--- config.mk ---
export PLATFORM = sky130hd
export DESIGN_NAME = branch_sysctl_block_move_decode
export DESIGN_NICKNAME = d
export VERILOG_FILES = /design/src/common/branch_sysctl_pkg.sv /design/src/hw/branch_sysctl_block_move_decode.sv
export SDC_FILE = /design/constraint.sdc
export NUM_CORES = 2
export LEC_CHECK = 0
export BUFFER_PORTS_ARGS = -buffer_cell sky130_fd_sc_hd__buf_4
export CAP_MARGIN = 20
export CELL_PAD_IN_SITES_DETAIL_PLACEMENT = 1
export CELL_PAD_IN_SITES_GLOBAL_PLACEMENT = 1
export CORE_AREA = 2 2 389 391
export CTS_BUF_LIST = sky130_fd_sc_hd__clkbuf_8
export DETAILED_ROUTE_END_ITERATION = 8
export DIE_AREA = 0 0 391 393
export PLACE_DENSITY_LB_ADDON = 0.1
export RECOVER_POWER = 100
export SYNTH_ARGS = -nofsm -noshare
export SYNTH_HDL_FRONTEND = slang
export SYNTH_SLANG_ARGS = --single-unit
--- constraint.sdc ---
create_clock -name ref_clk -period 28.9 [get_ports ref_clk]
set_input_delay 1.445 -clock ref_clk [delete_from_list [all_inputs] [get_ports ref_clk]]
set_output_delay 1.445 -clock ref_clk [all_outputs]
set_load 0.01 [all_outputs]
--- src/common/branch_sysctl_pkg.sv ---
`default_nettype none
package branch_sysctl_pkg;

  // ************************************************************
  // instruction word layout
  // ************************************************************
  localparam logic [3:0]  OP_SYS      = 4'h0;
  localparam logic [3:0]  OP_FLG_IMM  = 4'h1;
  localparam logic [3:0]  OP_FLG_AND  = 4'h2;
  localparam logic [3:0]  OP_FLG_OR   = 4'h3;
  localparam logic [3:0]  OP_FLG_XOR  = 4'h4;
  localparam logic [3:0]  OP_FLG_LDM  = 4'h5;
  localparam logic [3:0]  OP_FLG_STM  = 4'h6;
  localparam logic [3:0]  OP_BCC8     = 4'h7;
  localparam logic [3:0]  OP_BCC16    = 4'h8;
  localparam logic [3:0]  OP_GO_ABS   = 4'h9;
  localparam logic [3:0]  OP_CALL32   = 4'hA;
  localparam logic [3:0]  OP_CALL8    = 4'hB;
  localparam logic [3:0]  OP_CALL16   = 4'hC;
  localparam logic [3:0]  OP_GO_IND   = 4'hD;
  localparam logic [3:0]  OP_FLG_LDR  = 4'hE;
  localparam logic [3:0]  OP_FLG_STR  = 4'hF;
  // second operation field of OP_SYS, bits 11:8
  localparam logic [3:0]  SUB_IDLE    = 4'h0;
  localparam logic [3:0]  SUB_SLEEP   = 4'h1;
  localparam logic [3:0]  SUB_RTS     = 4'h2;
  localparam logic [3:0]  SUB_XRET    = 4'h3;
  localparam logic [3:0]  SUB_TRAP    = 4'h4;
  localparam logic [3:0]  SUB_MVB     = 4'h5;
  localparam logic [3:0]  SUB_MVW     = 4'h6;
  // condition field bits 11:9 pick the pair, bit 8 inverts
  localparam logic [2:0]  CC_ALWAYS   = 3'h0;
  localparam logic [2:0]  CC_HIGHER   = 3'h1;
  localparam logic [2:0]  CC_CARRY    = 3'h2;
  localparam logic [2:0]  CC_ZERO     = 3'h3;
  localparam logic [2:0]  CC_OVF      = 3'h4;
  localparam logic [2:0]  CC_SIGN     = 3'h5;
  localparam logic [2:0]  CC_GE       = 3'h6;
  localparam logic [2:0]  CC_GT       = 3'h7;

  // ************************************************************
  // flags, registers, constants
  // ************************************************************
  localparam int          FLG_C       = 0;
  localparam int          FLG_V       = 1;
  localparam int          FLG_Z       = 2;
  localparam int          FLG_N       = 3;
  localparam logic [7:0]  FLAGS_RST   = 8'h80;
  localparam logic [23:0] PC_RST      = 24'h000000;
  localparam logic [23:0] INSN_BYTES  = 24'h000002;
  localparam logic [15:0] WORD_STEP   = 16'h0002;
  localparam logic [31:0] STACK_STEP  = 32'h00000004;
  localparam logic [31:0] PTR_STEP    = 32'h00000001;
  localparam logic [15:0] VEC_BASE    = 16'h0020;
  localparam logic [2:0]  CNT_REG     = 3'h4;
  localparam logic [2:0]  SRC_REG     = 3'h5;
  localparam logic [2:0]  DST_REG     = 3'h6;
  localparam logic [2:0]  SP_REG      = 3'h7;

  // ************************************************************
  // register map
  // ************************************************************
  localparam logic [7:0]  A_CTRL      = 8'h00;
  localparam logic [7:0]  A_STAT      = 8'h04;
  localparam logic [7:0]  A_PC        = 8'h08;
  localparam logic [7:0]  A_FLAGS     = 8'h0C;
  localparam logic [2:0]  ER_PAGE     = 3'h1;
  localparam int          CTRL_GO     = 0;
  localparam int          STAT_HALT   = 0;
  localparam int          STAT_SLEEP  = 1;
  localparam int          STAT_EXTERR = 2;
  localparam int          STAT_BADOP  = 3;
  localparam logic [1:0]  RESP_OKAY   = 2'h0;
  localparam logic [1:0]  RESP_SLVERR = 2'h2;

  // ************************************************************
  // carriers and state
  // ************************************************************
  typedef struct packed {
    logic        awvalid;
    logic [7:0]  awaddr;
    logic        wvalid;
    logic [31:0] wdata;
    logic [3:0]  wstrb;
    logic        bready;
    logic        arvalid;
    logic [7:0]  araddr;
    logic        rready;
  } axil_req_t;

  typedef struct packed {
    logic        awready;
    logic        wready;
    logic        bvalid;
    logic [1:0]  bresp;
    logic        arready;
    logic        rvalid;
    logic [31:0] rdata;
    logic [1:0]  rresp;
  } axil_rsp_t;

  typedef struct packed {
    logic        valid;
    logic        write;
    logic        word;
    logic [15:0] addr;
    logic [15:0] wdata;
  } mem_req_t;

  typedef struct packed {
    logic        ready;
    logic [15:0] rdata;
  } mem_rsp_t;

  typedef enum logic [3:0] {
    S_HALT, S_FETCH, S_DECODE, S_EXT, S_EXEC, S_LDM, S_STM,
    S_PUSH_HI, S_PUSH_LO, S_RD_HI, S_RD_LO, S_MV_RD, S_MV_WR, S_SLEEP
  } cpu_state_t;

  typedef struct packed {
    cpu_state_t       st;
    logic [23:0]      pc;
    logic [7:0]       flg;
    logic [7:0][31:0] er;
    logic [15:0]      ir;
    logic [31:0]      ext;
    logic [1:0]       ext_left;
    logic [23:0]      tgt;
    logic [15:0]      addr;
    logic [15:0]      hi;
    logic [7:0]       mv_byte;
    logic             ext_err;
    logic             bad_op;
    logic             aw_got;
    logic [7:0]       awaddr;
    logic             w_got;
    logic [31:0]      wdata;
    logic [3:0]       wstrb;
    logic             bvalid;
    logic [1:0]       bresp;
    logic             rvalid;
    logic [31:0]      rdata;
    logic [1:0]       rresp;
  } core_t;

endpackage : branch_sysctl_pkg
`default_nettype wire

--- src/hw/branch_sysctl_block_move_decode.sv ---
// Functional notes
// - conditional branch taken on simple carry, zero, overflow, negative tests; always/never.
// - compound tests: higher, lower-or-same, greater-equal, less-than, greater, less-equal.
// - jump loads the target into the program counter with no flag test.
// - relative and absolute subroutine calls save a return point and transfer control.
// - subroutine return resumes at the return point of the latest call.
// - software trap starts exception handling instead of finishing normally.
// - exception return restores the saved flags and program counter.
// - sleep enters power-down and stops fetching.
// - flags load copies the source byte; memory source read by word access.
// - flags store copies the flags out; memory destination written by word access.
// - immediate and, or, xor combine the flags with an instruction byte.
// - no-operation only advances the program counter by two.
// - block move skips at count zero, else copies bytes, bumps pointers, counts down.
// - byte variant counts with the low count byte, word variant with the count word.
// - the next instruction starts right after the last block-move byte.
// - instruction code is fetched and consumed in 16-bit words.
// - the leading four bits always belong to the operation field.
// - words may hold two operation fields, two register fields or none.
// - address registers use 3-bit codes; data registers 3-bit or 4-bit codes.
// - extensions carry 8, 16 or 32 bits of immediate, address or displacement.
// - a 24-bit address travels as 32 bits whose top byte is zero.
// - conditional branches carry a condition field choosing the test.
`timescale 1ns/10ps
`default_nettype none
module branch_sysctl_block_move_decode
  import branch_sysctl_pkg::*;
(
  input  wire logic      ref_clk,
  input  wire logic      arst_n,
  input  wire axil_req_t axi_req,
  output var  axil_rsp_t axi_rsp,
  output var  mem_req_t  mem_req,
  input  wire mem_rsp_t  mem_rsp,
  output var  logic      power_down
);

  // ************************************************************
  // reset release and state
  // ************************************************************
  logic [1:0]  rst_sync_r;
  logic        rst_n;
  core_t       core_r;
  core_t       core_nxt;
  logic        halted;
  logic [3:0]  op;
  logic [3:0]  sub;
  logic        is_trap;
  logic        mvw;
  logic [15:0] cnt;
  logic [31:0] sp_m4;
  logic [23:0] rel8;
  logic [23:0] rel16;
  logic        taken;
  logic [7:0]  wa;
  logic [7:0]  ra;
  logic [1:0]  ext_need;

  // release is synchronised so all state leaves reset on one edge
  always_ff @(posedge ref_clk or negedge arst_n) begin
    if (!arst_n) begin
      rst_sync_r <= 2'b00;
    end else begin
      rst_sync_r <= {rst_sync_r[0], 1'b1};
    end
  end
  assign rst_n = rst_sync_r[1];

  // ************************************************************
  // helpers
  // ************************************************************
  function automatic logic cond_true(input logic [3:0] cc, input logic [7:0] f);
    logic base;
    base = 1'b1;
    unique case (cc[3:1])
      CC_ALWAYS: base = 1'b1;
      CC_HIGHER: base = !(f[FLG_C] | f[FLG_Z]);
      CC_CARRY:  base = !f[FLG_C];
      CC_ZERO:   base = !f[FLG_Z];
      CC_OVF:    base = !f[FLG_V];
      CC_SIGN:   base = !f[FLG_N];
      CC_GE:     base = !(f[FLG_N] ^ f[FLG_V]);
      CC_GT:     base = !(f[FLG_Z] | (f[FLG_N] ^ f[FLG_V]));
    endcase
    // odd codes are the inverse test of the even code below them
    return base ^ cc[0];
  endfunction : cond_true

  function automatic logic [31:0] merge(input logic [31:0] old, input logic [31:0] wd,
                                        input logic [3:0] strb);
    logic [31:0] v;
    v = old;
    for (int i = 0; i < 4; i++) begin
      if (strb[i]) v[8*i +: 8] = wd[8*i +: 8];
    end
    return v;
  endfunction : merge

  // ************************************************************
  // decode signals
  // ************************************************************
  // op field leads
  assign op      = core_r.ir[15:12];
  assign sub     = core_r.ir[11:8];
  assign is_trap = (op == OP_SYS) && (sub == SUB_TRAP);
  assign halted  = (core_r.st == S_HALT) || (core_r.st == S_SLEEP);
  assign mvw     = (sub == SUB_MVW);
  assign cnt     = mvw ? core_r.er[CNT_REG][15:0] : {8'h00, core_r.er[CNT_REG][7:0]};
  assign sp_m4   = core_r.er[SP_REG] - STACK_STEP;
  assign rel8    = core_r.pc + {{16{core_r.ir[7]}}, core_r.ir[7:0]};
  assign rel16   = core_r.pc + {{8{core_r.ext[15]}}, core_r.ext[15:0]};
  assign taken   = cond_true(core_r.ir[11:8], core_r.flg);
  assign wa      = {core_r.awaddr[7:2], 2'b00};
  assign ra      = {axi_req.araddr[7:2], 2'b00};
  assign power_down = (core_r.st == S_SLEEP);

  // extension words that follow the first instruction word
  always_comb begin
    ext_need = 2'd0;
    if (op == OP_BCC16 || op == OP_CALL16) ext_need = 2'd1;
    if (op == OP_GO_ABS || op == OP_CALL32) ext_need = 2'd2;
  end

  // bus answers come straight from the held flags
  assign axi_rsp.awready = !core_r.aw_got && !core_r.bvalid;
  assign axi_rsp.wready  = !core_r.w_got && !core_r.bvalid;
  assign axi_rsp.bvalid  = core_r.bvalid;
  assign axi_rsp.bresp   = core_r.bresp;
  assign axi_rsp.arready = !core_r.rvalid;
  assign axi_rsp.rvalid  = core_r.rvalid;
  assign axi_rsp.rdata   = core_r.rdata;
  assign axi_rsp.rresp   = core_r.rresp;

  // ************************************************************
  // memory requests
  // ************************************************************
  // word accesses; block-move reads and writes go by byte
  always_comb begin
    mem_req = '0;
    unique case (core_r.st)
      S_FETCH, S_EXT: begin
        mem_req.valid = 1'b1;
        mem_req.word  = 1'b1;
        mem_req.addr  = core_r.pc[15:0];
      end
      S_LDM, S_RD_HI: begin
        mem_req.valid = 1'b1;
        mem_req.word  = 1'b1;
        mem_req.addr  = core_r.addr;
      end
      S_RD_LO: begin
        mem_req.valid = 1'b1;
        mem_req.word  = 1'b1;
        mem_req.addr  = core_r.addr + WORD_STEP;
      end
      S_STM: begin
        mem_req.valid = 1'b1;
        mem_req.write = 1'b1;
        mem_req.word  = 1'b1;
        mem_req.addr  = core_r.addr;
        mem_req.wdata = {core_r.flg, 8'h00};
      end
      S_PUSH_HI: begin
        mem_req.valid = 1'b1;
        mem_req.write = 1'b1;
        mem_req.word  = 1'b1;
        mem_req.addr  = sp_m4[15:0];
        mem_req.wdata = core_r.hi;
      end
      S_PUSH_LO: begin
        mem_req.valid = 1'b1;
        mem_req.write = 1'b1;
        mem_req.word  = 1'b1;
        mem_req.addr  = sp_m4[15:0] + WORD_STEP;
        mem_req.wdata = core_r.pc[15:0];
      end
      S_MV_RD: begin
        mem_req.valid = 1'b1;
        mem_req.addr  = core_r.er[SRC_REG][15:0];
      end
      S_MV_WR: begin
        mem_req.valid = 1'b1;
        mem_req.write = 1'b1;
        mem_req.addr  = core_r.er[DST_REG][15:0];
        mem_req.wdata = {8'h00, core_r.mv_byte};
      end
      default: mem_req = '0;
    endcase
  end

  // ************************************************************
  // next state: register bus first, core second
  // ************************************************************
  always_comb begin
    core_nxt = core_r;
    // write address and data are taken in either order
    if (axi_req.awvalid && axi_rsp.awready) begin
      core_nxt.aw_got = 1'b1;
      core_nxt.awaddr = axi_req.awaddr;
    end
    if (axi_req.wvalid && axi_rsp.wready) begin
      core_nxt.w_got = 1'b1;
      core_nxt.wdata = axi_req.wdata;
      core_nxt.wstrb = axi_req.wstrb;
    end
    if (core_r.bvalid && axi_req.bready) core_nxt.bvalid = 1'b0;
    // software may touch pc, flags and registers only while the core is stopped; status bits clear any time
    if (core_r.aw_got && core_r.w_got) begin
      core_nxt.aw_got = 1'b0;
      core_nxt.w_got  = 1'b0;
      core_nxt.bvalid = 1'b1;
      core_nxt.bresp  = RESP_OKAY;
      if (wa == A_CTRL) begin
        if (core_r.wstrb[0] && core_r.wdata[CTRL_GO] && halted) core_nxt.st = S_FETCH;
      end else if (wa == A_STAT) begin
        if (core_r.wstrb[0] && core_r.wdata[STAT_EXTERR]) core_nxt.ext_err = 1'b0;
        if (core_r.wstrb[0] && core_r.wdata[STAT_BADOP]) core_nxt.bad_op = 1'b0;
      end else if (!halted) begin
        core_nxt.bresp = RESP_SLVERR;
      end else if (wa == A_PC) begin
        core_nxt.pc = 24'(merge({8'h00, core_r.pc}, core_r.wdata, core_r.wstrb));
      end else if (wa == A_FLAGS) begin
        core_nxt.flg = 8'(merge({24'h0, core_r.flg}, core_r.wdata, core_r.wstrb));
      end else if (wa[7:5] == ER_PAGE) begin
        core_nxt.er[wa[4:2]] = merge(core_r.er[wa[4:2]], core_r.wdata, core_r.wstrb);
      end else begin
        core_nxt.bresp = RESP_SLVERR;
      end
    end
    if (core_r.rvalid && axi_req.rready) core_nxt.rvalid = 1'b0;
    if (axi_req.arvalid && axi_rsp.arready) begin
      core_nxt.rvalid = 1'b1;
      core_nxt.rresp  = RESP_OKAY;
      core_nxt.rdata  = 32'h0;
      if (ra == A_CTRL) core_nxt.rdata[CTRL_GO] = !halted;
      else if (ra == A_STAT) core_nxt.rdata[3:0] =
        {core_r.bad_op, core_r.ext_err, core_r.st == S_SLEEP, core_r.st == S_HALT};
      else if (ra == A_PC) core_nxt.rdata = {8'h00, core_r.pc};
      else if (ra == A_FLAGS) core_nxt.rdata = {24'h0, core_r.flg};
      else if (ra[7:5] == ER_PAGE) core_nxt.rdata = core_r.er[ra[4:2]];
      else core_nxt.rresp = RESP_SLVERR;
    end

    // core sequencer; its flag sets come after software clears and win
    unique case (core_r.st)
      S_HALT, S_SLEEP: ;
      S_FETCH: if (mem_rsp.ready) begin
        core_nxt.ir = mem_rsp.rdata;
        core_nxt.pc = core_r.pc + INSN_BYTES;
        core_nxt.st = S_DECODE;
      end
      S_DECODE: begin
        core_nxt.ext_left = ext_need;
        core_nxt.st = (ext_need != 2'd0) ? S_EXT : S_EXEC;
      end
      S_EXT: if (mem_rsp.ready) begin
        core_nxt.ext = {core_r.ext[15:0], mem_rsp.rdata};
        core_nxt.pc = core_r.pc + INSN_BYTES;
        core_nxt.ext_left = core_r.ext_left - 2'd1;
        if (core_r.ext_left == 2'd1) core_nxt.st = S_EXEC;
      end
      S_EXEC: begin
        core_nxt.st = S_FETCH;
        unique case (op)
          OP_SYS: begin
            unique case (sub)
              SUB_IDLE: ;
              SUB_SLEEP: core_nxt.st = S_SLEEP;
              SUB_RTS, SUB_XRET: begin
                core_nxt.addr = core_r.er[SP_REG][15:0];
                core_nxt.st = S_RD_HI;
              end
              SUB_TRAP: begin
                core_nxt.hi = {core_r.flg, core_r.pc[23:16]};
                core_nxt.st = S_PUSH_HI;
              end
              SUB_MVB, SUB_MVW: if (cnt != 16'h0) core_nxt.st = S_MV_RD;
              default: begin
                core_nxt.bad_op = 1'b1;
                core_nxt.st = S_HALT;
              end
            endcase
          end
          OP_FLG_IMM: core_nxt.flg = core_r.ir[7:0];
          OP_FLG_AND: core_nxt.flg = core_r.flg & core_r.ir[7:0];
          OP_FLG_OR:  core_nxt.flg = core_r.flg | core_r.ir[7:0];
          OP_FLG_XOR: core_nxt.flg = core_r.flg ^ core_r.ir[7:0];
          OP_FLG_LDM, OP_FLG_STM: begin
            core_nxt.addr = core_r.er[core_r.ir[6:4]][15:0];
            core_nxt.st = (op == OP_FLG_LDM) ? S_LDM : S_STM;
          end
          OP_BCC8:  if (taken) core_nxt.pc = rel8;
          OP_BCC16: if (taken) core_nxt.pc = rel16;
          OP_GO_ABS: begin
            core_nxt.pc = core_r.ext[23:0];
            if (core_r.ext[31:24] != 8'h00) core_nxt.ext_err = 1'b1;
          end
          OP_GO_IND: core_nxt.pc = core_r.er[core_r.ir[6:4]][23:0];
          OP_CALL32, OP_CALL8, OP_CALL16: begin
            core_nxt.tgt = (op == OP_CALL32) ? core_r.ext[23:0] :
                           (op == OP_CALL8) ? rel8 : rel16;
            if (op == OP_CALL32 && core_r.ext[31:24] != 8'h00) core_nxt.ext_err = 1'b1;
            core_nxt.hi = {8'h00, core_r.pc[23:16]};
            core_nxt.st = S_PUSH_HI;
          end
          OP_FLG_LDR: core_nxt.flg = core_r.ir[3] ? core_r.er[core_r.ir[2:0]][7:0] :
                                                    core_r.er[core_r.ir[2:0]][15:8];
          OP_FLG_STR: core_nxt.er[core_r.ir[2:0]][7:0] = core_r.flg;
        endcase
      end
      S_LDM: if (mem_rsp.ready) begin
        core_nxt.flg = mem_rsp.rdata[15:8];
        core_nxt.st = S_FETCH;
      end
      S_STM: if (mem_rsp.ready) core_nxt.st = S_FETCH;
      S_PUSH_HI: if (mem_rsp.ready) core_nxt.st = S_PUSH_LO;
      S_PUSH_LO: if (mem_rsp.ready) begin
        core_nxt.er[SP_REG] = sp_m4;
        if (is_trap) begin
          core_nxt.addr = VEC_BASE + {12'h000, core_r.ir[1:0], 2'b00};
          core_nxt.st = S_RD_HI;
        end else begin
          core_nxt.pc = core_r.tgt;
          core_nxt.st = S_FETCH;
        end
      end
      S_RD_HI: if (mem_rsp.ready) begin
        core_nxt.hi = mem_rsp.rdata;
        core_nxt.st = S_RD_LO;
      end
      S_RD_LO: if (mem_rsp.ready) begin
        core_nxt.pc = {core_r.hi[7:0], mem_rsp.rdata};
        if (op == OP_SYS && sub == SUB_XRET) core_nxt.flg = core_r.hi[15:8];
        if (op == OP_SYS && (sub == SUB_RTS || sub == SUB_XRET))
          core_nxt.er[SP_REG] = core_r.er[SP_REG] + STACK_STEP;
        core_nxt.st = S_FETCH;
      end
      S_MV_RD: if (mem_rsp.ready) begin
        core_nxt.mv_byte = mem_rsp.rdata[7:0];
        core_nxt.st = S_MV_WR;
      end
      S_MV_WR: if (mem_rsp.ready) begin
        core_nxt.er[SRC_REG] = core_r.er[SRC_REG] + PTR_STEP;
        core_nxt.er[DST_REG] = core_r.er[DST_REG] + PTR_STEP;
        if (mvw) core_nxt.er[CNT_REG][15:0] = cnt - 16'h1;
        else core_nxt.er[CNT_REG][7:0] = cnt[7:0] - 8'h1;
        core_nxt.st = (cnt == 16'h1) ? S_FETCH : S_MV_RD;
      end
      default: core_nxt.st = S_HALT;
    endcase
  end

  // ************************************************************
  // state register
  // ************************************************************
  always_ff @(posedge ref_clk or negedge rst_n) begin
    if (!rst_n) begin
      core_r     <= '0;
      core_r.flg <= FLAGS_RST;
      core_r.pc  <= PC_RST;
    end else begin
      core_r <= core_nxt;
    end
  end

endmodule : branch_sysctl_block_move_decode
`default_nettype wire

==> metrics.md <==
| Metric | Value |
|---|---|
| Max Cap Viol | `33` |
| CTS clk-pin slew, worst paths | `0.06 ns` |
| Sequential area share after synthesis | `33.0%` |
| Per-cell routed wire length | `35.2 um` |
| Top cells by count, synth | `dfrtp_1 (489), nand2_1 (489), nor2_1 (394)` |
| Flops & latches, synth | `490` |
| Top-area cell type share of the netlist area | `32.9%` |
| R2R setup slack | `15.40 ns` |
| Post-route DRC | `0` |
| Die X | `391 um` |
| Antenna violations before repair | `20` |
| Layout fillers | `17400` |
| First-pass GRT wire length | `310 mm` |
| Max IR drop VDD | `0.0000462 V` |
| Fraction of layout cells with a size suffix above 1 | `15.6%` |
| EDFF count, synth | `0` |
| Area of the mapped netlist | `0.0371 sq mm` |
| Reg2reg end | `core_r[188]` |
| Vias in the first global route | `37200` |
| Fraction of registers with async set/reset | `100%` |
| Status | `finished with violations` |
| CTS tree | `yes` |
| Failing checks | `capacitance limit, slew limit` |
| Top cells by area, synth | `dfrtp_1 (33%), mux4_2 (8.4%), o21ai_0 (5.2%)` |
| Fin. Hold Viols | `0` |
| Root Buffer | `clkbuf_8` |
| HPWL Detailed | `162 mm` |
| Post-CTS Resized | `0` |
| Routability cong. | `0.889` |
| Port buffer count | `146` |
| Die height | `393 um` |
| Critical Path Sink Type | `async pin` |
| Die ar. | `0.154 sq mm` |
| Sequential Power Share | `29.0%` |
| Synth Flop Type | `dfrtp_1` |
| Tot GR Track Use | `28.5%` |
| Min-Delay Path Class | `register to register` |
| Setup TNS | `0 ns` |
| Skew-Pair Late Insertion Delay | `0.86 ns` |
| R2r worst-path depth | `2` |
| Row count | `142` |
| RSZ-0062 raised after global routing | `false` |
| Rel. slew slack | `-488%` |
| Period minus WS final | `13.50 ns` |
| Slew Viols, Final | `1344` |
| Via count | `37200` |
| Leakage | `17.1 nW` |
| Vias/cell | `5.89` |
| Worst path required time | `26.34 ns` |
| Clock skew | `0.0514 ns` |
| Remaining Overflow, GRT | `0` |
| Top cell type by total area after synthesis | `dfrtp_1` |
| Synth unique cells | `99` |
| Comb pwr share | `54.1%` |
| Largest net degree at the start of global routing | `140` |
| Postcts setup bufs | `0` |
| Synthesis-to-finish area growth | `13.3%` |
| Max frequency | `0.0741 GHz` |
| Area of the core | `0.149 sq mm` |
| Clock Tree Buf Depth | `3` |
| Crit Path Category | `register to async pin` |
| Sw Share | `54.3%` |
| Yosys Warn Count | `0` |
| Internal power | `2.30 mW` |
| Slew @ Worst Pin | `8.82 ns` |
| Net Sw Power | `2.72 mW` |
| H-tree levels | `3` |
| CP startpoint | `rst_sync_r[1]` |
| Arrival time at the worst endpoint | `10.94 ns` |
| Total CTS buffers | `105` |
| Nets | `4423` |
| Drt pass-1 iters | `6` |
| Crit share post-route | `46.7%` |
| Startpoint types | `register` |
| CTS Hold Bufs | `0` |
| # clock sinks | `490` |
| Pwr Density | `119 mW/mm^2` |
| Final setup fails | `0` |
| Clock power frac | `16.9%` |
| Final core occ | `28.2%` |
| Maximum fanout along the worst path | `139` |
| I/O pin count | `153` |
| Initial core utilization | `24.9%` |
| Syn Inst Count | `4262` |
| Routed wire length | `222 mm` |
| Crit path to | `core_r[188]` |
| Antenna-violating nets left | `0` |
| Syn avg cell area | `8.72 sq um` |
| Iter 0 DRT Violations | `3381` |
| R2r startpoint | `rst_sync_r[1]` |
power groups by stage:
stage	Combinational (mW)	Clock, mW	Sequential [mW]
6_report	2.71	0.848	1.46
5_1_grt	2.87	0.894	1.48
4_1_cts	2.70	0.871	1.44
3_5_place_dp	2.69	0	1.45
3_3_place_gp	2.66	0	1.45
2_1_floorplan	1.69	0	1.10
critical path, cell delays in order (launching register included):
cell and delay (ns):
dfrtp_1 1.11, clkbuf_1 2.47, clkbuf_1 6.17
layout make-up:
class                      count  area [sq um]  share of cell area (%)
timing repair buffer         311          1880                    4.46
clock inverter                51           328                   0.779
antenna                        5          12.5                  0.0297
multi-input combinational   3290         23000                    54.5
sequential                   490         12300                    29.2
clock buffer                 140          1930                    4.58
inverter                      76           285                   0.678
tap                         1944          2430                    5.78
cell usage in the layout (no fill, tap or decap), types with 37 or more instances in the layout:
cell,count
dfrtp_1,484
xor2_1,42
mux2i_1,170
clkbuf_1,122
nor3_1,42
mux4_2,139
a22oi_1,77
nand3_1,87
and3_1,54
o21ai_0,391
a21o_1,37
buf_4,187
inv_1,105
ha_1,71
mux2_2,127
xnor2_1,76
nand2_1,486
o22ai_1,58
a221oi_1,66
o221ai_1,45
a31oi_1,37
a21oi_1,363
a211oi_1,77
nor2_1,390
clkbuf_8,140
per-layer routing:
| metal | vias to the layer above | share of wire, % | track usage [%] |
|---|---|---|---|
| li1 | 16000 | - | - |
| met5 | - | 0 | 0 |
| met3 | 345 | 5.7 | 4.36 |
| met1 | 19500 | 46 | 39.7 |
| met4 | 0 | 4.6 | 11.1 |
| met2 | 1318 | 44 | 44.3 |
through the flow:
step / area, sq um / setup slack, ns / std cells / power (mW) / hold slack [ns]
final: 42100 / 15.40 / 6307 / 5.02 / 0.348
after global routing: 42100 / 13.44 / 6304 / 5.24 / 0.346
after CTS: 42600 / 22.51 / 6299 / 5.01 / 0.276
after detailed placement: 40400 / 23.44 / 6108 / 4.14 / 0.275
after global placement: 40300 / 23.48 / 6104 / 4.11 / 0.270
after floorplan: 37200 / 14.23 / 4263 / 2.79 / 0.331
worst min-delay path by stage:
stage,depth (start not counted),from,endpoint
after floorplan,0,rst_sync_r[0],rst_sync_r[1]
after global placement,0,rst_sync_r[1],core_r[267]
after detailed placement,0,rst_sync_r[1],core_r[267]
after CTS,0,rst_sync_r[1],core_r[203]
after global routing,1,arst_n,rst_sync_r[0]
final,0,rst_sync_r[0],rst_sync_r[1]
cells by family (layout without fill, tap and decap cells):
logic type / count (synthesis) / after routing / synth area share (%)
simple gates: 1258 / 1258 / 15.3
fa+ha+maj: 73 / 73 / 2.50
buf+inv: 483 / 578 / 5.42
other cells: 2 / 8 / 0.0202
xor+xnor: 118 / 118 / 2.78
mux: 437 / 437 / 16.9
flops: 490 / 490 / 33.0
compound gates: 1401 / 1401 / 24.1
Power figures use the tool's default switching activity.
